--- src/logic/rcer_defines.vh ---
// Constants of the remote command error reporter: register map, fields, codes.
// Assumes inclusion by bare name in rcer_top and in the bench files only.
`ifndef RCER_DEFINES_VH
`define RCER_DEFINES_VH

`define RCER_OFS_CTRL 8'h00
`define RCER_OFS_STAT 8'h04
`define RCER_OFS_ESR 8'h08
`define RCER_OFS_ERRQ 8'h0c
`define RCER_OFS_CMD 8'h10
`define RCER_OFS_INTV 8'h14
`define RCER_OFS_LVL 8'h18

`define RCER_CTRL_ECHO 0
`define RCER_CTRL_EXT 1
`define RCER_CTRL_DFILT 2
`define RCER_CTRL_DSRUN 3
`define RCER_CTRL_UNIT_LSB 4
`define RCER_CTRL_UNIT_MSB 5

`define RCER_UNIT_WATT 2'h0
`define RCER_UNIT_DBM 2'h1

`define RCER_CMD_STORE 0
`define RCER_CMD_STATS 1

`define RCER_ESR_DEV 3
`define RCER_ESR_EXE 4
`define RCER_ESR_CMD 5

`define RCER_ERRQ_VALID 16

`define RCER_KIND_NUMTYPE 3'h0
`define RCER_KIND_DIGEXP 3'h1
`define RCER_KIND_DIGUNEXP 3'h2
`define RCER_KIND_IDENT 3'h3
`define RCER_KIND_SYNTAX 3'h4
`define RCER_KIND_ARGS 3'h5

`define RCER_CODE_W 10
`define RCER_E104 10'h068
`define RCER_E106 10'h06a
`define RCER_E107 10'h06b
`define RCER_E115 10'h073
`define RCER_E116 10'h074
`define RCER_E126 10'h07e
`define RCER_E201 10'h0c9
`define RCER_E214 10'h0d6
`define RCER_E301 10'h12d
`define RCER_E303 10'h12f
`define RCER_E304 10'h130
`define RCER_E305 10'h131
`define RCER_E704 10'h2c0
`define RCER_E705 10'h2c1
`define RCER_E706 10'h2c2
`define RCER_E707 10'h2c3
`define RCER_E708 10'h2c4
`define RCER_E709 10'h2c5

`define RCER_RX_DEPTH 1024
`define RCER_OUT_DEPTH 4096
`define RCER_PARSE_DEPTH 2048

`endif

--- src/logic/rcer_buf_track.v ---
// Occupancy tracker for one character buffer with overflow detection.
// Assumes the consumer never releases more characters than are held.
`default_nettype none
module rcer_buf_track #(
	parameter DEPTH = 1024,
	parameter LW = 11
) (
	input wire pclk,
	input wire presetn,
	input wire pce,
	input wire add,
	input wire [LW-1:0] add_amt,
	input wire sub,
	input wire [LW-1:0] sub_amt,
	output wire [LW-1:0] level,
	output wire ovf
);
	reg [LW-1:0] level_q;
	reg ovf_q;
	reg [LW-1:0] after_sub;
	reg [LW:0] with_add;

	always @*
	begin
		after_sub = level_q - (sub ? sub_amt : {LW{1'b0}});
		with_add = {1'b0, after_sub} + {1'b0, add_amt};
	end

	// An addition that does not fit is refused whole and flagged.
	always @(posedge pclk or negedge presetn)
	begin
		if (!presetn)
		begin
			level_q <= {LW{1'b0}};
			ovf_q <= 1'b0;
		end
		else if (pce)
		begin
			ovf_q <= add && (with_add > DEPTH);
			if (add && (with_add <= DEPTH))
				level_q <= with_add[LW-1:0];
			else
				level_q <= after_sub;
		end
	end

	assign level = level_q;
	assign ovf = ovf_q;
endmodule
`default_nettype wire

--- src/logic/rcer_err_queue.v ---
// First-in first-out store of error codes awaiting an error query.
// Ignores a pop asked while the queue holds no entry.
`default_nettype none
module rcer_err_queue #(
	parameter W = 10,
	parameter DEPTH = 16,
	parameter AW = 4
) (
	input wire pclk,
	input wire presetn,
	input wire pce,
	input wire push,
	input wire [W-1:0] din,
	input wire pop,
	output wire [W-1:0] dout,
	output wire [AW:0] count,
	output wire full
);
	reg [W-1:0] mem [0:DEPTH-1];
	reg [AW-1:0] wr_q;
	reg [AW-1:0] rd_q;
	reg [AW:0] cnt_q;
	wire do_push;
	wire do_pop;

	assign do_pop = pop && (cnt_q != {(AW+1){1'b0}});
	assign do_push = push && ((cnt_q != DEPTH) || do_pop);

	always @(posedge pclk)
	begin
		if (pce && do_push)
			mem[wr_q] <= din;
	end

	always @(posedge pclk or negedge presetn)
	begin
		if (!presetn)
		begin
			wr_q <= {AW{1'b0}};
			rd_q <= {AW{1'b0}};
			cnt_q <= {(AW+1){1'b0}};
		end
		else if (pce)
		begin
			if (do_push)
				wr_q <= wr_q + 1'b1;
			if (do_pop)
				rd_q <= rd_q + 1'b1;
			if (do_push && !do_pop)
				cnt_q <= cnt_q + 1'b1;
			else if (do_pop && !do_push)
				cnt_q <= cnt_q - 1'b1;
		end
	end

	assign dout = mem[rd_q];
	assign count = cnt_q;
	assign full = (cnt_q == DEPTH);
endmodule
`default_nettype wire

--- src/logic/rcer_top.v ---
// Error classification, event status and reporting for the remote command interpreter.
// Assumes fault inputs are one-cycle pulses synchronous to pclk, and an APB master.
`include "rcer_defines.vh"
`default_nettype none

// Functional notes
// - With echo on, the error code that wins each cycle is sent out one cycle later.
// - With echo off, errors are held until the host queries them.
// - Any parsing error sets event status bit 5.
// - Any execution error sets event status bit 4.
// - Undefined number type prefix logs code 104.
// - Non-digit where a digit is expected logs code 106.
// - Digit where another character is expected logs code 107.
// - Invalid or malformed parameter logs code 115.
// - Structural command fault logs code 116.
// - Wrong number of arguments logs code 126.
// - Parameter out of range or set logs code 201.
// - Command longer than the maximum logs code 214.
// - Leaving remote mode while transmitting logs code 301.
// - Receive buffer holds 1024 characters; overflow logs code 303.
// - Response buffer holds 4096 characters; overflow logs code 304.
// - Parse buffer holds 2048 characters; a command not fitting logs 305.
// - Data reading faults set the device bit but queue nothing.
// - Storing a reference in watt or dBm units is refused with 704.
// - Data store setting change clears its queue and logs 705.
// - Filter interval may not exceed store interval; violation logs 706.
// - External trigger forces the digital filter off; asking for both in one write logs 707.
// - Statistics update refused with 708 if no new data, 709 if running.
module rcer_top #(
	parameter QDEPTH = 16,
	parameter QAW = 4,
	parameter RX_DEPTH = `RCER_RX_DEPTH,
	parameter OUT_DEPTH = `RCER_OUT_DEPTH,
	parameter PARSE_DEPTH = `RCER_PARSE_DEPTH
) (
	input wire pclk,
	input wire presetn,
	input wire pce,
	input wire psel,
	input wire penable,
	input wire pwrite,
	input wire [7:0] paddr,
	input wire [31:0] pwdata,
	output wire [31:0] prdata,
	output wire pready,
	output wire pslverr,
	input wire cmd_fault,
	input wire [2:0] cmd_fault_kind,
	input wire range_fault,
	input wire length_fault,
	input wire remote_mode,
	input wire tx_active,
	input wire rx_push,
	input wire rx_pop,
	input wire out_push,
	input wire out_pop,
	input wire parse_xfer,
	input wire [11:0] parse_xfer_len,
	input wire parse_done,
	input wire [11:0] parse_done_len,
	input wire data_read_fault,
	input wire ds_param_change,
	input wire ds_new_data,
	output wire echo_valid,
	output wire [9:0] echo_code,
	output wire dfilt_on,
	output wire ds_clear,
	output wire ref_store,
	output wire stats_go
);
	reg [31:0] prdata_q;
	reg pready_q;
	reg pslverr_q;
	reg echo_valid_q;
	reg [9:0] echo_code_q;
	reg ds_clear_q;
	reg ref_store_q;
	reg stats_go_q;
	reg echo_en_q;
	reg ext_trig_q;
	reg dfilt_q;
	reg ds_run_q;
	reg [1:0] units_q;
	reg [15:0] filt_intv_q;
	reg [15:0] ds_intv_q;
	reg [2:0] esr_q;
	reg ds_new_q;
	reg remote_q;
	reg lost_q;
	reg [31:0] rd_d;
	reg hit_d;
	reg err_any;
	reg [9:0] err_code;
	wire apb_acc;
	wire wr;
	wire rd;
	wire wr_ctrl;
	wire wr_intv;
	wire wr_cmd;
	wire wr_esr;
	wire rd_errq;
	wire [9:0] q_dout;
	wire [QAW:0] q_count;
	wire q_full;
	wire [10:0] rx_level;
	wire [12:0] out_level;
	wire [11:0] parse_level;
	wire rx_ovf;
	wire out_ovf;
	wire parse_ovf;
	wire e301;
	wire e704;
	wire e706;
	wire e707;
	wire e708;
	wire e709;
	wire exe_any;
	wire dev_any;

	// Maps a parser fault kind onto its error code.
	function [9:0] kind_code;
		input [2:0] kind;
		begin
			case (kind)
				`RCER_KIND_NUMTYPE: kind_code = `RCER_E104;
				`RCER_KIND_DIGEXP: kind_code = `RCER_E106;
				`RCER_KIND_DIGUNEXP: kind_code = `RCER_E107;
				`RCER_KIND_IDENT: kind_code = `RCER_E115;
				`RCER_KIND_ARGS: kind_code = `RCER_E126;
				default: kind_code = `RCER_E116;
			endcase
		end
	endfunction

	// Tells whether an access address names the given register.
	function is_reg;
		input [7:0] addr;
		input [7:0] ofs;
		begin
			is_reg = (addr == ofs);
		end
	endfunction

	assign apb_acc = psel && penable && pready_q;
	assign wr = apb_acc && pwrite && !pslverr_q;
	assign rd = apb_acc && !pwrite && !pslverr_q;
	assign wr_ctrl = wr && is_reg(paddr, `RCER_OFS_CTRL);
	assign wr_intv = wr && is_reg(paddr, `RCER_OFS_INTV);
	assign wr_cmd = wr && is_reg(paddr, `RCER_OFS_CMD);
	assign wr_esr = wr && is_reg(paddr, `RCER_OFS_ESR);
	assign rd_errq = rd && is_reg(paddr, `RCER_OFS_ERRQ);

	rcer_buf_track #(.DEPTH(RX_DEPTH), .LW(11)) u_rx_track (
		.pclk(pclk),
		.presetn(presetn),
		.pce(pce),
		.add(rx_push),
		.add_amt(11'h001),
		.sub(rx_pop),
		.sub_amt(11'h001),
		.level(rx_level),
		.ovf(rx_ovf)
	);

	rcer_buf_track #(.DEPTH(OUT_DEPTH), .LW(13)) u_out_track (
		.pclk(pclk),
		.presetn(presetn),
		.pce(pce),
		.add(out_push),
		.add_amt(13'h0001),
		.sub(out_pop),
		.sub_amt(13'h0001),
		.level(out_level),
		.ovf(out_ovf)
	);

	rcer_buf_track #(.DEPTH(PARSE_DEPTH), .LW(12)) u_parse_track (
		.pclk(pclk),
		.presetn(presetn),
		.pce(pce),
		.add(parse_xfer),
		.add_amt(parse_xfer_len),
		.sub(parse_done),
		.sub_amt(parse_done_len),
		.level(parse_level),
		.ovf(parse_ovf)
	);

	assign e301 = remote_q && !remote_mode && tx_active;
	assign e704 = wr_cmd && pwdata[`RCER_CMD_STORE] &&
		(units_q == `RCER_UNIT_WATT || units_q == `RCER_UNIT_DBM);
	assign e709 = wr_cmd && pwdata[`RCER_CMD_STATS] && ds_run_q;
	assign e708 = wr_cmd && pwdata[`RCER_CMD_STATS] && !ds_run_q && !ds_new_q;
	assign e706 = wr_intv && (pwdata[15:0] > pwdata[31:16]);
	assign e707 = wr_ctrl && pwdata[`RCER_CTRL_EXT] && pwdata[`RCER_CTRL_DFILT];
	assign exe_any = range_fault || length_fault || e301 || rx_ovf || out_ovf || parse_ovf;
	assign dev_any = e704 || ds_param_change || e706 || e707 || e708 || e709;

	// One code is reported per cycle; parser faults win over later stages.
	always @*
	begin
		err_any = 1'b1;
		err_code = `RCER_E116;
		if (cmd_fault)
			err_code = kind_code(cmd_fault_kind);
		else if (range_fault)
			err_code = `RCER_E201;
		else if (length_fault)
			err_code = `RCER_E214;
		else if (e301)
			err_code = `RCER_E301;
		else if (rx_ovf)
			err_code = `RCER_E303;
		else if (out_ovf)
			err_code = `RCER_E304;
		else if (parse_ovf)
			err_code = `RCER_E305;
		else if (e704)
			err_code = `RCER_E704;
		else if (ds_param_change)
			err_code = `RCER_E705;
		else if (e706)
			err_code = `RCER_E706;
		else if (e707)
			err_code = `RCER_E707;
		else if (e709)
			err_code = `RCER_E709;
		else if (e708)
			err_code = `RCER_E708;
		else
			err_any = 1'b0;
	end

	rcer_err_queue #(.W(`RCER_CODE_W), .DEPTH(QDEPTH), .AW(QAW)) u_queue (
		.pclk(pclk),
		.presetn(presetn),
		.pce(pce),
		.push(err_any && !echo_en_q),
		.din(err_code),
		.pop(rd_errq),
		.dout(q_dout),
		.count(q_count),
		.full(q_full)
	);

	// Read data is prepared in the setup phase and shown during the access phase.
	always @*
	begin
		rd_d = 32'h00000000;
		hit_d = 1'b1;
		if (is_reg(paddr, `RCER_OFS_CTRL))
		begin
			rd_d[`RCER_CTRL_ECHO] = echo_en_q;
			rd_d[`RCER_CTRL_EXT] = ext_trig_q;
			rd_d[`RCER_CTRL_DFILT] = dfilt_q;
			rd_d[`RCER_CTRL_DSRUN] = ds_run_q;
			rd_d[`RCER_CTRL_UNIT_MSB:`RCER_CTRL_UNIT_LSB] = units_q;
		end
		else if (is_reg(paddr, `RCER_OFS_STAT))
			rd_d = {21'h000000, ds_new_q, lost_q, q_full, {(7-QAW){1'b0}}, q_count};
		else if (is_reg(paddr, `RCER_OFS_ESR))
			rd_d = {26'h0000000, esr_q, 3'h0};
		else if (is_reg(paddr, `RCER_OFS_ERRQ))
		begin
			if (q_count != {(QAW+1){1'b0}})
				rd_d = {15'h0000, 1'b1, 6'h00, q_dout};
		end
		else if (is_reg(paddr, `RCER_OFS_CMD))
			rd_d = 32'h00000000;
		else if (is_reg(paddr, `RCER_OFS_INTV))
			rd_d = {ds_intv_q, filt_intv_q};
		else if (is_reg(paddr, `RCER_OFS_LVL))
			rd_d = {4'h0, parse_level, 5'h00, rx_level};
		else
			hit_d = 1'b0;
	end

	always @(posedge pclk or negedge presetn)
	begin
		if (!presetn)
		begin
			prdata_q <= 32'h00000000;
			pready_q <= 1'b0;
			pslverr_q <= 1'b0;
		end
		else if (pce)
		begin
			pready_q <= psel && !penable;
			if (psel && !penable)
			begin
				prdata_q <= pwrite ? 32'h00000000 : rd_d;
				pslverr_q <= !hit_d;
			end
			else
			begin
				prdata_q <= 32'h00000000;
				pslverr_q <= 1'b0;
			end
		end
	end

	always @(posedge pclk or negedge presetn)
	begin
		if (!presetn)
		begin
			echo_en_q <= 1'b0;
			ext_trig_q <= 1'b0;
			dfilt_q <= 1'b0;
			ds_run_q <= 1'b0;
			units_q <= `RCER_UNIT_WATT;
			filt_intv_q <= 16'h0000;
			ds_intv_q <= 16'h0000;
			esr_q <= 3'h0;
			ds_new_q <= 1'b0;
			remote_q <= 1'b0;
			lost_q <= 1'b0;
			echo_valid_q <= 1'b0;
			echo_code_q <= 10'h000;
			ds_clear_q <= 1'b0;
			ref_store_q <= 1'b0;
			stats_go_q <= 1'b0;
		end
		else if (pce)
		begin
			remote_q <= remote_mode;
			if (wr_ctrl)
			begin
				echo_en_q <= pwdata[`RCER_CTRL_ECHO];
				ext_trig_q <= pwdata[`RCER_CTRL_EXT];
				dfilt_q <= pwdata[`RCER_CTRL_DFILT] && !pwdata[`RCER_CTRL_EXT];
				ds_run_q <= pwdata[`RCER_CTRL_DSRUN];
				units_q <= pwdata[`RCER_CTRL_UNIT_MSB:`RCER_CTRL_UNIT_LSB];
			end
			if (wr_intv && !e706)
			begin
				filt_intv_q <= pwdata[15:0];
				ds_intv_q <= pwdata[31:16];
			end
			ds_clear_q <= ds_param_change;
			ref_store_q <= wr_cmd && pwdata[`RCER_CMD_STORE] && !e704;
			stats_go_q <= wr_cmd && pwdata[`RCER_CMD_STATS] && !e708 && !e709;
			// New data wins over the clear made by an accepted statistics update.
			if (ds_new_data)
				ds_new_q <= 1'b1;
			else if (stats_go_q)
				ds_new_q <= 1'b0;
			// Status bits: hardware set wins over a write-one clear.
			esr_q[0] <= dev_any || data_read_fault ||
				(esr_q[0] && !(wr_esr && pwdata[`RCER_ESR_DEV]));
			esr_q[1] <= exe_any ||
				(esr_q[1] && !(wr_esr && pwdata[`RCER_ESR_EXE]));
			esr_q[2] <= cmd_fault ||
				(esr_q[2] && !(wr_esr && pwdata[`RCER_ESR_CMD]));
			echo_valid_q <= err_any && echo_en_q;
			if (err_any && echo_en_q)
				echo_code_q <= err_code;
			if (err_any && !echo_en_q && q_full && !rd_errq)
				lost_q <= 1'b1;
			else if (wr_esr && pwdata[0])
				lost_q <= 1'b0;
		end
	end

	assign prdata = prdata_q;
	assign pready = pready_q;
	assign pslverr = pslverr_q;
	assign echo_valid = echo_valid_q;
	assign echo_code = echo_code_q;
	assign dfilt_on = dfilt_q;
	assign ds_clear = ds_clear_q;
	assign ref_store = ref_store_q;
	assign stats_go = stats_go_q;
endmodule
`default_nettype wire

--- config.mk ---
export PLATFORM = sky130hd
export DESIGN_NAME = rcer_top
export DESIGN_NICKNAME = d
export VERILOG_FILES = /design/src/logic/rcer_buf_track.v /design/src/logic/rcer_err_queue.v /design/src/logic/rcer_top.v
export VERILOG_INCLUDE_DIRS = /design/src /design/src/logic
export SDC_FILE = /design/constraint.sdc
export NUM_CORES = 1
export LEC_CHECK = 0
export ABC_AREA = 1
export BUFFER_PORTS_ARGS = -buffer_cell sky130_fd_sc_hd__clkbuf_2
export CORE_MARGIN = 2
export CORE_UTILIZATION = 38
export CTS_BUF_LIST = sky130_fd_sc_hd__clkbuf_4
export CTS_CLUSTER_SIZE = 40
export DETAILED_ROUTE_END_ITERATION = 10
export GPL_TIMING_DRIVEN = 1
export HOLD_SLACK_MARGIN = 0.12
export PLACE_DENSITY_LB_ADDON = 0.25
export SKIP_LAST_GASP = 1
export SYNTH_ARGS = -nofsm -noshare
export SYNTH_HDL_FRONTEND = slang
export SYNTH_SLANG_ARGS = --single-unit
export TNS_END_PERCENT = 50
--- constraint.sdc ---
create_clock -name pclk -period 4.62 [get_ports pclk]
set_clock_uncertainty 0.15 [all_clocks]
set_input_delay 0.924 -clock pclk [delete_from_list [all_inputs] [get_ports pclk]]
set_output_delay 0.924 -clock pclk [all_outputs]
set_load 0.1 [all_outputs]
### Word-level counts from Yosys, hierarchy flattened

Memory sizes are Yosys's and may differ from the RTL's.
Index checks and enable logic that the tools add are counted.

| storage, ports and cells | value |
|---|---|
| register bits after elaboration | 144 |
| bits in writable memories | 160 |
| bits of input ports | 87 |
| memories kept | 1 |
| output and inout port bits | 49 |

| operators by class | value |
|---|---|
| mux-type cells | 60 |
| reduce and logical (&&, ||, !) cells | 100 |
| eq/ne operators | 13 |
| $lt $le $gt $ge | 7 |
| add/sub/neg operators | 10 |

Memory list:

| name | words | width | read ports | clocked after memory_dff | write ports | RTL line | source |
|---|---|---|---|---|---|---|---|
| u_queue.mem | 16 | 10 | 1 | 0 | 1 | rcer_err_queue.v:19 | `reg [W-1:0] mem [0:DEPTH-1];` |

Operators by type and width:

| kind | number |
|---|---|
| $mux 32 | 7 |
| $mux 10 | 13 |
| $logic_and 1x1->1 | 50 |
| $mux 1 | 29 |
| $mux 28 | 1 |
| $mux 26 | 1 |
| $pmux 5 s5 | 1 |
| $eq 8x5->1 const B | 3 |
| $mux 12 | 2 |
| $logic_not 1->1 | 19 |
| $mux 17 | 1 |
| $eq 8x4->1 const B | 2 |
| $gt 16x16->1 | 1 |
| $logic_or 1x1->1 | 16 |
| $reduce_and 2->1 | 8 |
| $add 13x1->14 const B | 1 |
| $gt 14x13->1 const B | 1 |
| $le 14x13->1 const B | 1 |
| $add 12x12->13 | 1 |
| $gt 13x12->1 const B | 1 |
| $le 13x12->1 const B | 1 |
| $mux 13 | 1 |
| $sub 13x13->13 | 1 |
| $add 11x1->12 const B | 1 |
| other kinds (22) | 27 |

### Depth between registers and ports, before layout

| logic depth | value |
|---|---|
| depth after elaboration | 27 |
| depth in mapped cells | 28 |

### Modules after synthesis

Synthesis repeated with hierarchy kept, for this count alone.

| unflattened totals | value |
|---|---|
| cells, all modules | 2394 |
| area total of the unflattened synthesis | 18885.6 um^2 |

By module, submodules not included:

| module | times used | cells each | area each (um^2) |
|---|---|---|---|
| rcer_err_queue | 1 | 786 | 7885.1 |
| rcer_top | 1 | 582 | 4885.9 |
| rcer_buf_track (u_out_track) | 1 | 375 | 2223.4 |
| rcer_buf_track (u_parse_track) | 1 | 330 | 2013.2 |
| rcer_buf_track (u_rx_track) | 1 | 321 | 1878.1 |

### Worst setup path after synthesis

Ideal clock, no wire load.

| timing path | value |
|---|---|
| path type | input-to-reg |
| start point | input port parse_done |
| end point | register u_parse_track.level_q[4], in the netlist u_parse_track.level[4] |
| buffers on the path | 2 |
| stages on the path | 26 |
| arrival time | 4.216 ns |
| setup slack | 0.137 ns |
| setup time | 0.117 ns |
| path through | clkbuf_1 -> nand2_1 -> fa_1 -> a21oi_1 -> o21bai_1 -> nand2_1 -> o211ai_1 -> nand2_1 -> nand2_1 -> a21oi_1 -> xor2_1 -> inv_1 -> ha_1 -> nand2_1 -> nor2_1 -> nand3_1 -> nand3_1 -> xor2_1 -> nand2_1 -> nor2_1 -> nand3_1 -> nand2_1 -> buf_4 -> nand3b_1 -> nand3_1 -> nand2_1 |

| on the way | value |
|---|---|
| longest elaborated chain between the ends | 6 |

RTL lines:

| item | RTL line | source |
|---|---|---|
| from (decl) | rcer_top.v:59 | `input wire parse_done,` |
| $mux 12 (*) | rcer_buf_track.v:25 | `after_sub = level_q - (sub ? sub_amt : {LW{1'b0}});` |
| $sub 12x12->12 (*) | rcer_buf_track.v:25 |  |
| $add 12x12->13 | rcer_buf_track.v:26 | `with_add = {1'b0, after_sub} + {1'b0, add_amt};` |
| $le 13x12->1 | rcer_buf_track.v:40 | `if (add && (with_add <= DEPTH))` |
| $logic_and 1x1->1 | rcer_buf_track.v:40 |  |
| $mux 12 (*) | rcer_buf_track.v:40 |  |
| to (signal assigned) | rcer_buf_track.v:34 | `level_q <= {LW{1'b0}};` |
| to (signal assigned) | rcer_buf_track.v:41 | `level_q <= with_add[LW-1:0];` |
| to (signal assigned) | rcer_buf_track.v:43 | `level_q <= after_sub;` |
| to (decl) | rcer_buf_track.v:18 | `reg [LW-1:0] level_q;` |

Mark *: on every way between the ends. The rest lies on a longest branch, timed or not.
A chain may end at the register's enable or synchronous reset.

### Worst setup path after layout

| timing path | value |
|---|---|
| start point | register u_parse_track.level_q[0], in the netlist u_parse_track.level[0] |
| end point | register u_parse_track.level_q[2], in the netlist u_parse_track.level[2] |

| on the way | value |
|---|---|
| longest elaborated chain between the ends | 5 |

RTL lines:

| item | RTL line |
|---|---|
| $sub 12x12->12 (*) | rcer_buf_track.v:25 |
| $add 12x12->13 | rcer_buf_track.v:26 |
| $le 13x12->1 | rcer_buf_track.v:40 |
| $logic_and 1x1->1 | rcer_buf_track.v:40 |
| $mux 12 (*) | rcer_buf_track.v:40 |

Marked as above.

==> run metrics <==
status finished, final reports clean; CTS buffer count 81; max cap viols 0; Bufs on Longest Clock Path 3; IO buf count 135; GP Congestion 0.875; Ports 136; Die Span Y 210 um; Rel. slew slack 32.3%; buffer count from post-CTS setup fixing 0; Internal 5.87 mW; final core occ 44.7%; worst vdd ir 0.356 mV; synth unique cells 56; Worst setup SP type flip-flop; fin. max-slew vios 0; P_sw 3.71 mW; worst-case reg-to-reg path depth 27; startpoint of the worst setup timing path u_parse_track.level[0]; final setup margin 424 ps; Flop pwr share 34.1%; sequential area share after synthesis 52.0%; CTS hold repair buffers 0; total grt overflow 0; Iteration-0 DRC Markers 1104; PD cells 511 mW/mm^2; Clock Power Share 25.9%; initial antenna violation count 3; Net Sw Frac 38.7%; kind of critical path reg -> reg; DR WL/cell 18.1 um; leading cell types in the layout, fill and taps excluded nand2_1, inv_1, edfxtp_1; worst hold slack 163 ps; setup tns final 0 ps; first-pass GRT wire length 74300 um; R2R Path End u_parse_track.level[2]; crit path capture type flip-flop; Final period util 90.8%; proportion of layout cells with a drive suffix above 1 19.2%; Fin. Hold Viols 0; GRT Overall Usage 21.4%; worst slack, placed -260 ps; Area growth, synth to finish 16.0%; r2r startpoint u_parse_track.level[0]; Pre-antenna DRT Iters 5; commonest non-fill, non-tap cell in the layout nand2_1; Hold Crit Class in -> async; vias in the first global route 13391; largest net degree at the start of global routing 99; critical path data arrival time 4630 ps; flop2flop setup slack 420 ps; post-route ant nets 0; FF+latch count, synth 304; Comb pwr share 39.9%; clk sinks 304; clock latency on the worst-skew pair 720 ps; Root Buffer clkbuf_4; final setup vio count 0; Starting Density 38.5%; slew at the pin closest to its max-slew limit 1020 ps; final net count 2151; Max Clk Rate 0.238 GHz; CTS tree done; Final min period 4200 ps; fillers 4017; Syn Nets 1942; number of synthesized flops with an enable pin 160; Synth warnings 0; Core Region 0.0419 mm^2; die footprint 0.0442 mm^2; Detailed Place HPWL 33700 um; area of the multi-input gates 0.00675 mm^2; H-tree levels 3; DRC errors left 0; Post-Syn Area 0.0162 mm^2; Syn Area/Cell 9.00 um^2; vias post-DR 13678; vias per inst 5.24; final WL 47300 um; Clk pin slew, worst setup/hold paths 60 ps; DIE WIDTH 210 um; Async SR Flop Fraction 47.4%; Max FO, Critical Path 13; Primary FF master, synth edfxtp_1; row count 75; worst path required time 5050 ps; Cells after Synth 1796; Leak Pwr 8.45 nW; Reg area 0.00841 mm^2
-- power by group through the flow --
stage / sequential [mW] / clock, mW / combinational [mW]
3_5_place_dp: 3.31 / 0 / 3.70
5_1_grt: 3.29 / 2.70 / 4.30
4_1_cts: 3.26 / 2.55 / 3.73
3_3_place_gp: 3.31 / 0 / 3.67
6_report: 3.27 / 2.49 / 3.83
2_1_floorplan: 3.32 / 0 / 2.46
-- kinds of logic after synthesis --
| logic type | Yosys count | share of synthesized area, % |
|---|---|---|
| AO/OA/AOI/OAI | 325 | 12.1 |
| XOR/XNOR | 41 | 2.27 |
| adder cells (fa/ha/maj) | 59 | 4.70 |
| buffers and inverters | 248 | 6.45 |
| flip-flops | 304 | 52.0 |
| multiplexers | 11 | 0.766 |
| AND/OR/NAND/NOR | 808 | 21.7 |
-- worst max path at each step --
stage                                        end  depth (start not counted)
final                     u_parse_track.level[2]                         27
after global routing      u_parse_track.level[9]                         27
after CTS                 u_parse_track.level[3]                         27
after detailed placement  u_parse_track.level[8]                         29
after global placement    u_parse_track.level[8]                         29
after floorplan           u_parse_track.level[4]                         26
-- cells in the mapped netlist, types with 3 or more instances --
cell type | count | area [um^2]
ha_1 | 56 | 701
mux2_2 | 11 | 124
clkbuf_8 | 4 | 55.1
fa_1 | 3 | 60.1
nor4_1 | 4 | 25.0
inv_2 | 3 | 11.3
xor2_1 | 35 | 307
nand4_1 | 39 | 244
clkbuf_1 | 51 | 191
o21a_1 | 4 | 30.0
buf_6 | 6 | 67.6
a221oi_1 | 5 | 43.8
o22ai_1 | 26 | 163
o221ai_1 | 27 | 236
nand3_1 | 108 | 541
nor2_1 | 113 | 424
dfrtp_1 | 144 | 3600
nand2_2 | 21 | 131
a32oi_1 | 8 | 70.1
nor3_1 | 36 | 180
o31ai_1 | 3 | 22.5
o2111ai_1 | 3 | 26.3
nand3_2 | 7 | 70.1
inv_1 | 175 | 657
o21bai_1 | 7 | 52.6
o21ai_0 | 136 | 681
xnor2_1 | 5 | 43.8
a21o_1 | 5 | 37.5
o211ai_1 | 9 | 67.6
edfxtp_1 | 160 | 4800
nor2_2 | 9 | 56.3
nand2_1 | 457 | 1720
or2_2 | 3 | 18.8
a32o_1 | 5 | 50.1
a31oi_1 | 10 | 62.6
buf_2 | 5 | 25.0
a21oi_1 | 65 | 325
nand3b_1 | 6 | 45.0
-- worst max-delay path: stages (launching register included) --
cell and delay, ps:
dfrtp_2 460, inv_1 80, ha_1 140, inv_1 60
fa_1 380, a21oi_1 180, o21bai_1 120, nand2_1 80
o211ai_1 90, nand2_1 90, nand2_1 50, a21oi_1 150
xor2_1 240, inv_1 120, ha_4 300, nand2_1 60
nor2_1 140, nand3_1 110, nand3_1 140, xor2_2 180
nand2_1 70, nor2_1 80, nand3_1 80, nand2_2 140
buf_12 150, nand3_1 80, nand2_1 70, o21ai_0 90
-- sequential cells by signal, summed over array words and instances (netlist names), 2 cells and up --
register and cells:
esr_q 3, prdata 32, u_queue.wr_q 4, u_parse_track.level 12, u_rx_track.level 11, u_queue.rd_q 4, u_queue.count 5, u_out_track.level 13
echo_code 10, u_queue.mem 160, units_q 2, filt_intv_q 16, ds_intv_q 16
-- final cells by class --
cell class                      instances  area share (%)
Inverter                              179            3.58
Multi-Input combinational cell       1244            36.0
Clock buffer                          127            5.08
Antenna cell                            5          0.0667
Clock inverter                         18           0.680
Sequential cell                       304            44.8
Timing Repair Buffer                  195            6.17
Tap cell                              539            3.60
-- per-layer routing --
metal  up-vias  track usage [%]  part of all wire, %
li1       6642                -                    -
met1      6570             29.8                   46
met2       422             34.7                   47
met3        44             3.46                  6.0
met4         0             6.14                  1.5
met5         -                0                    0
-- per-stage QoR --
| stage | cells | area, um^2 | power, mW |
|---|---|---|---|
| 3_5_place_dp | 2461 | 17600 | 7.02 |
| 5_1_grt | 2610 | 18800 | 10.3 |
| 2_1_floorplan | 1796 | 16200 | 5.78 |
| 6_report | 2611 | 18800 | 9.58 |
| 3_3_place_gp | 2461 | 17600 | 6.99 |
| 4_1_cts | 2606 | 18700 | 9.54 |
-- what timing repair did --
action / in CTS / in global routing
hold endpoints to repair: 0 / 0
setup endpoints to repair: 0 / 12
resized for setup: 0 / 5
(Power assumes the default switching activity.)
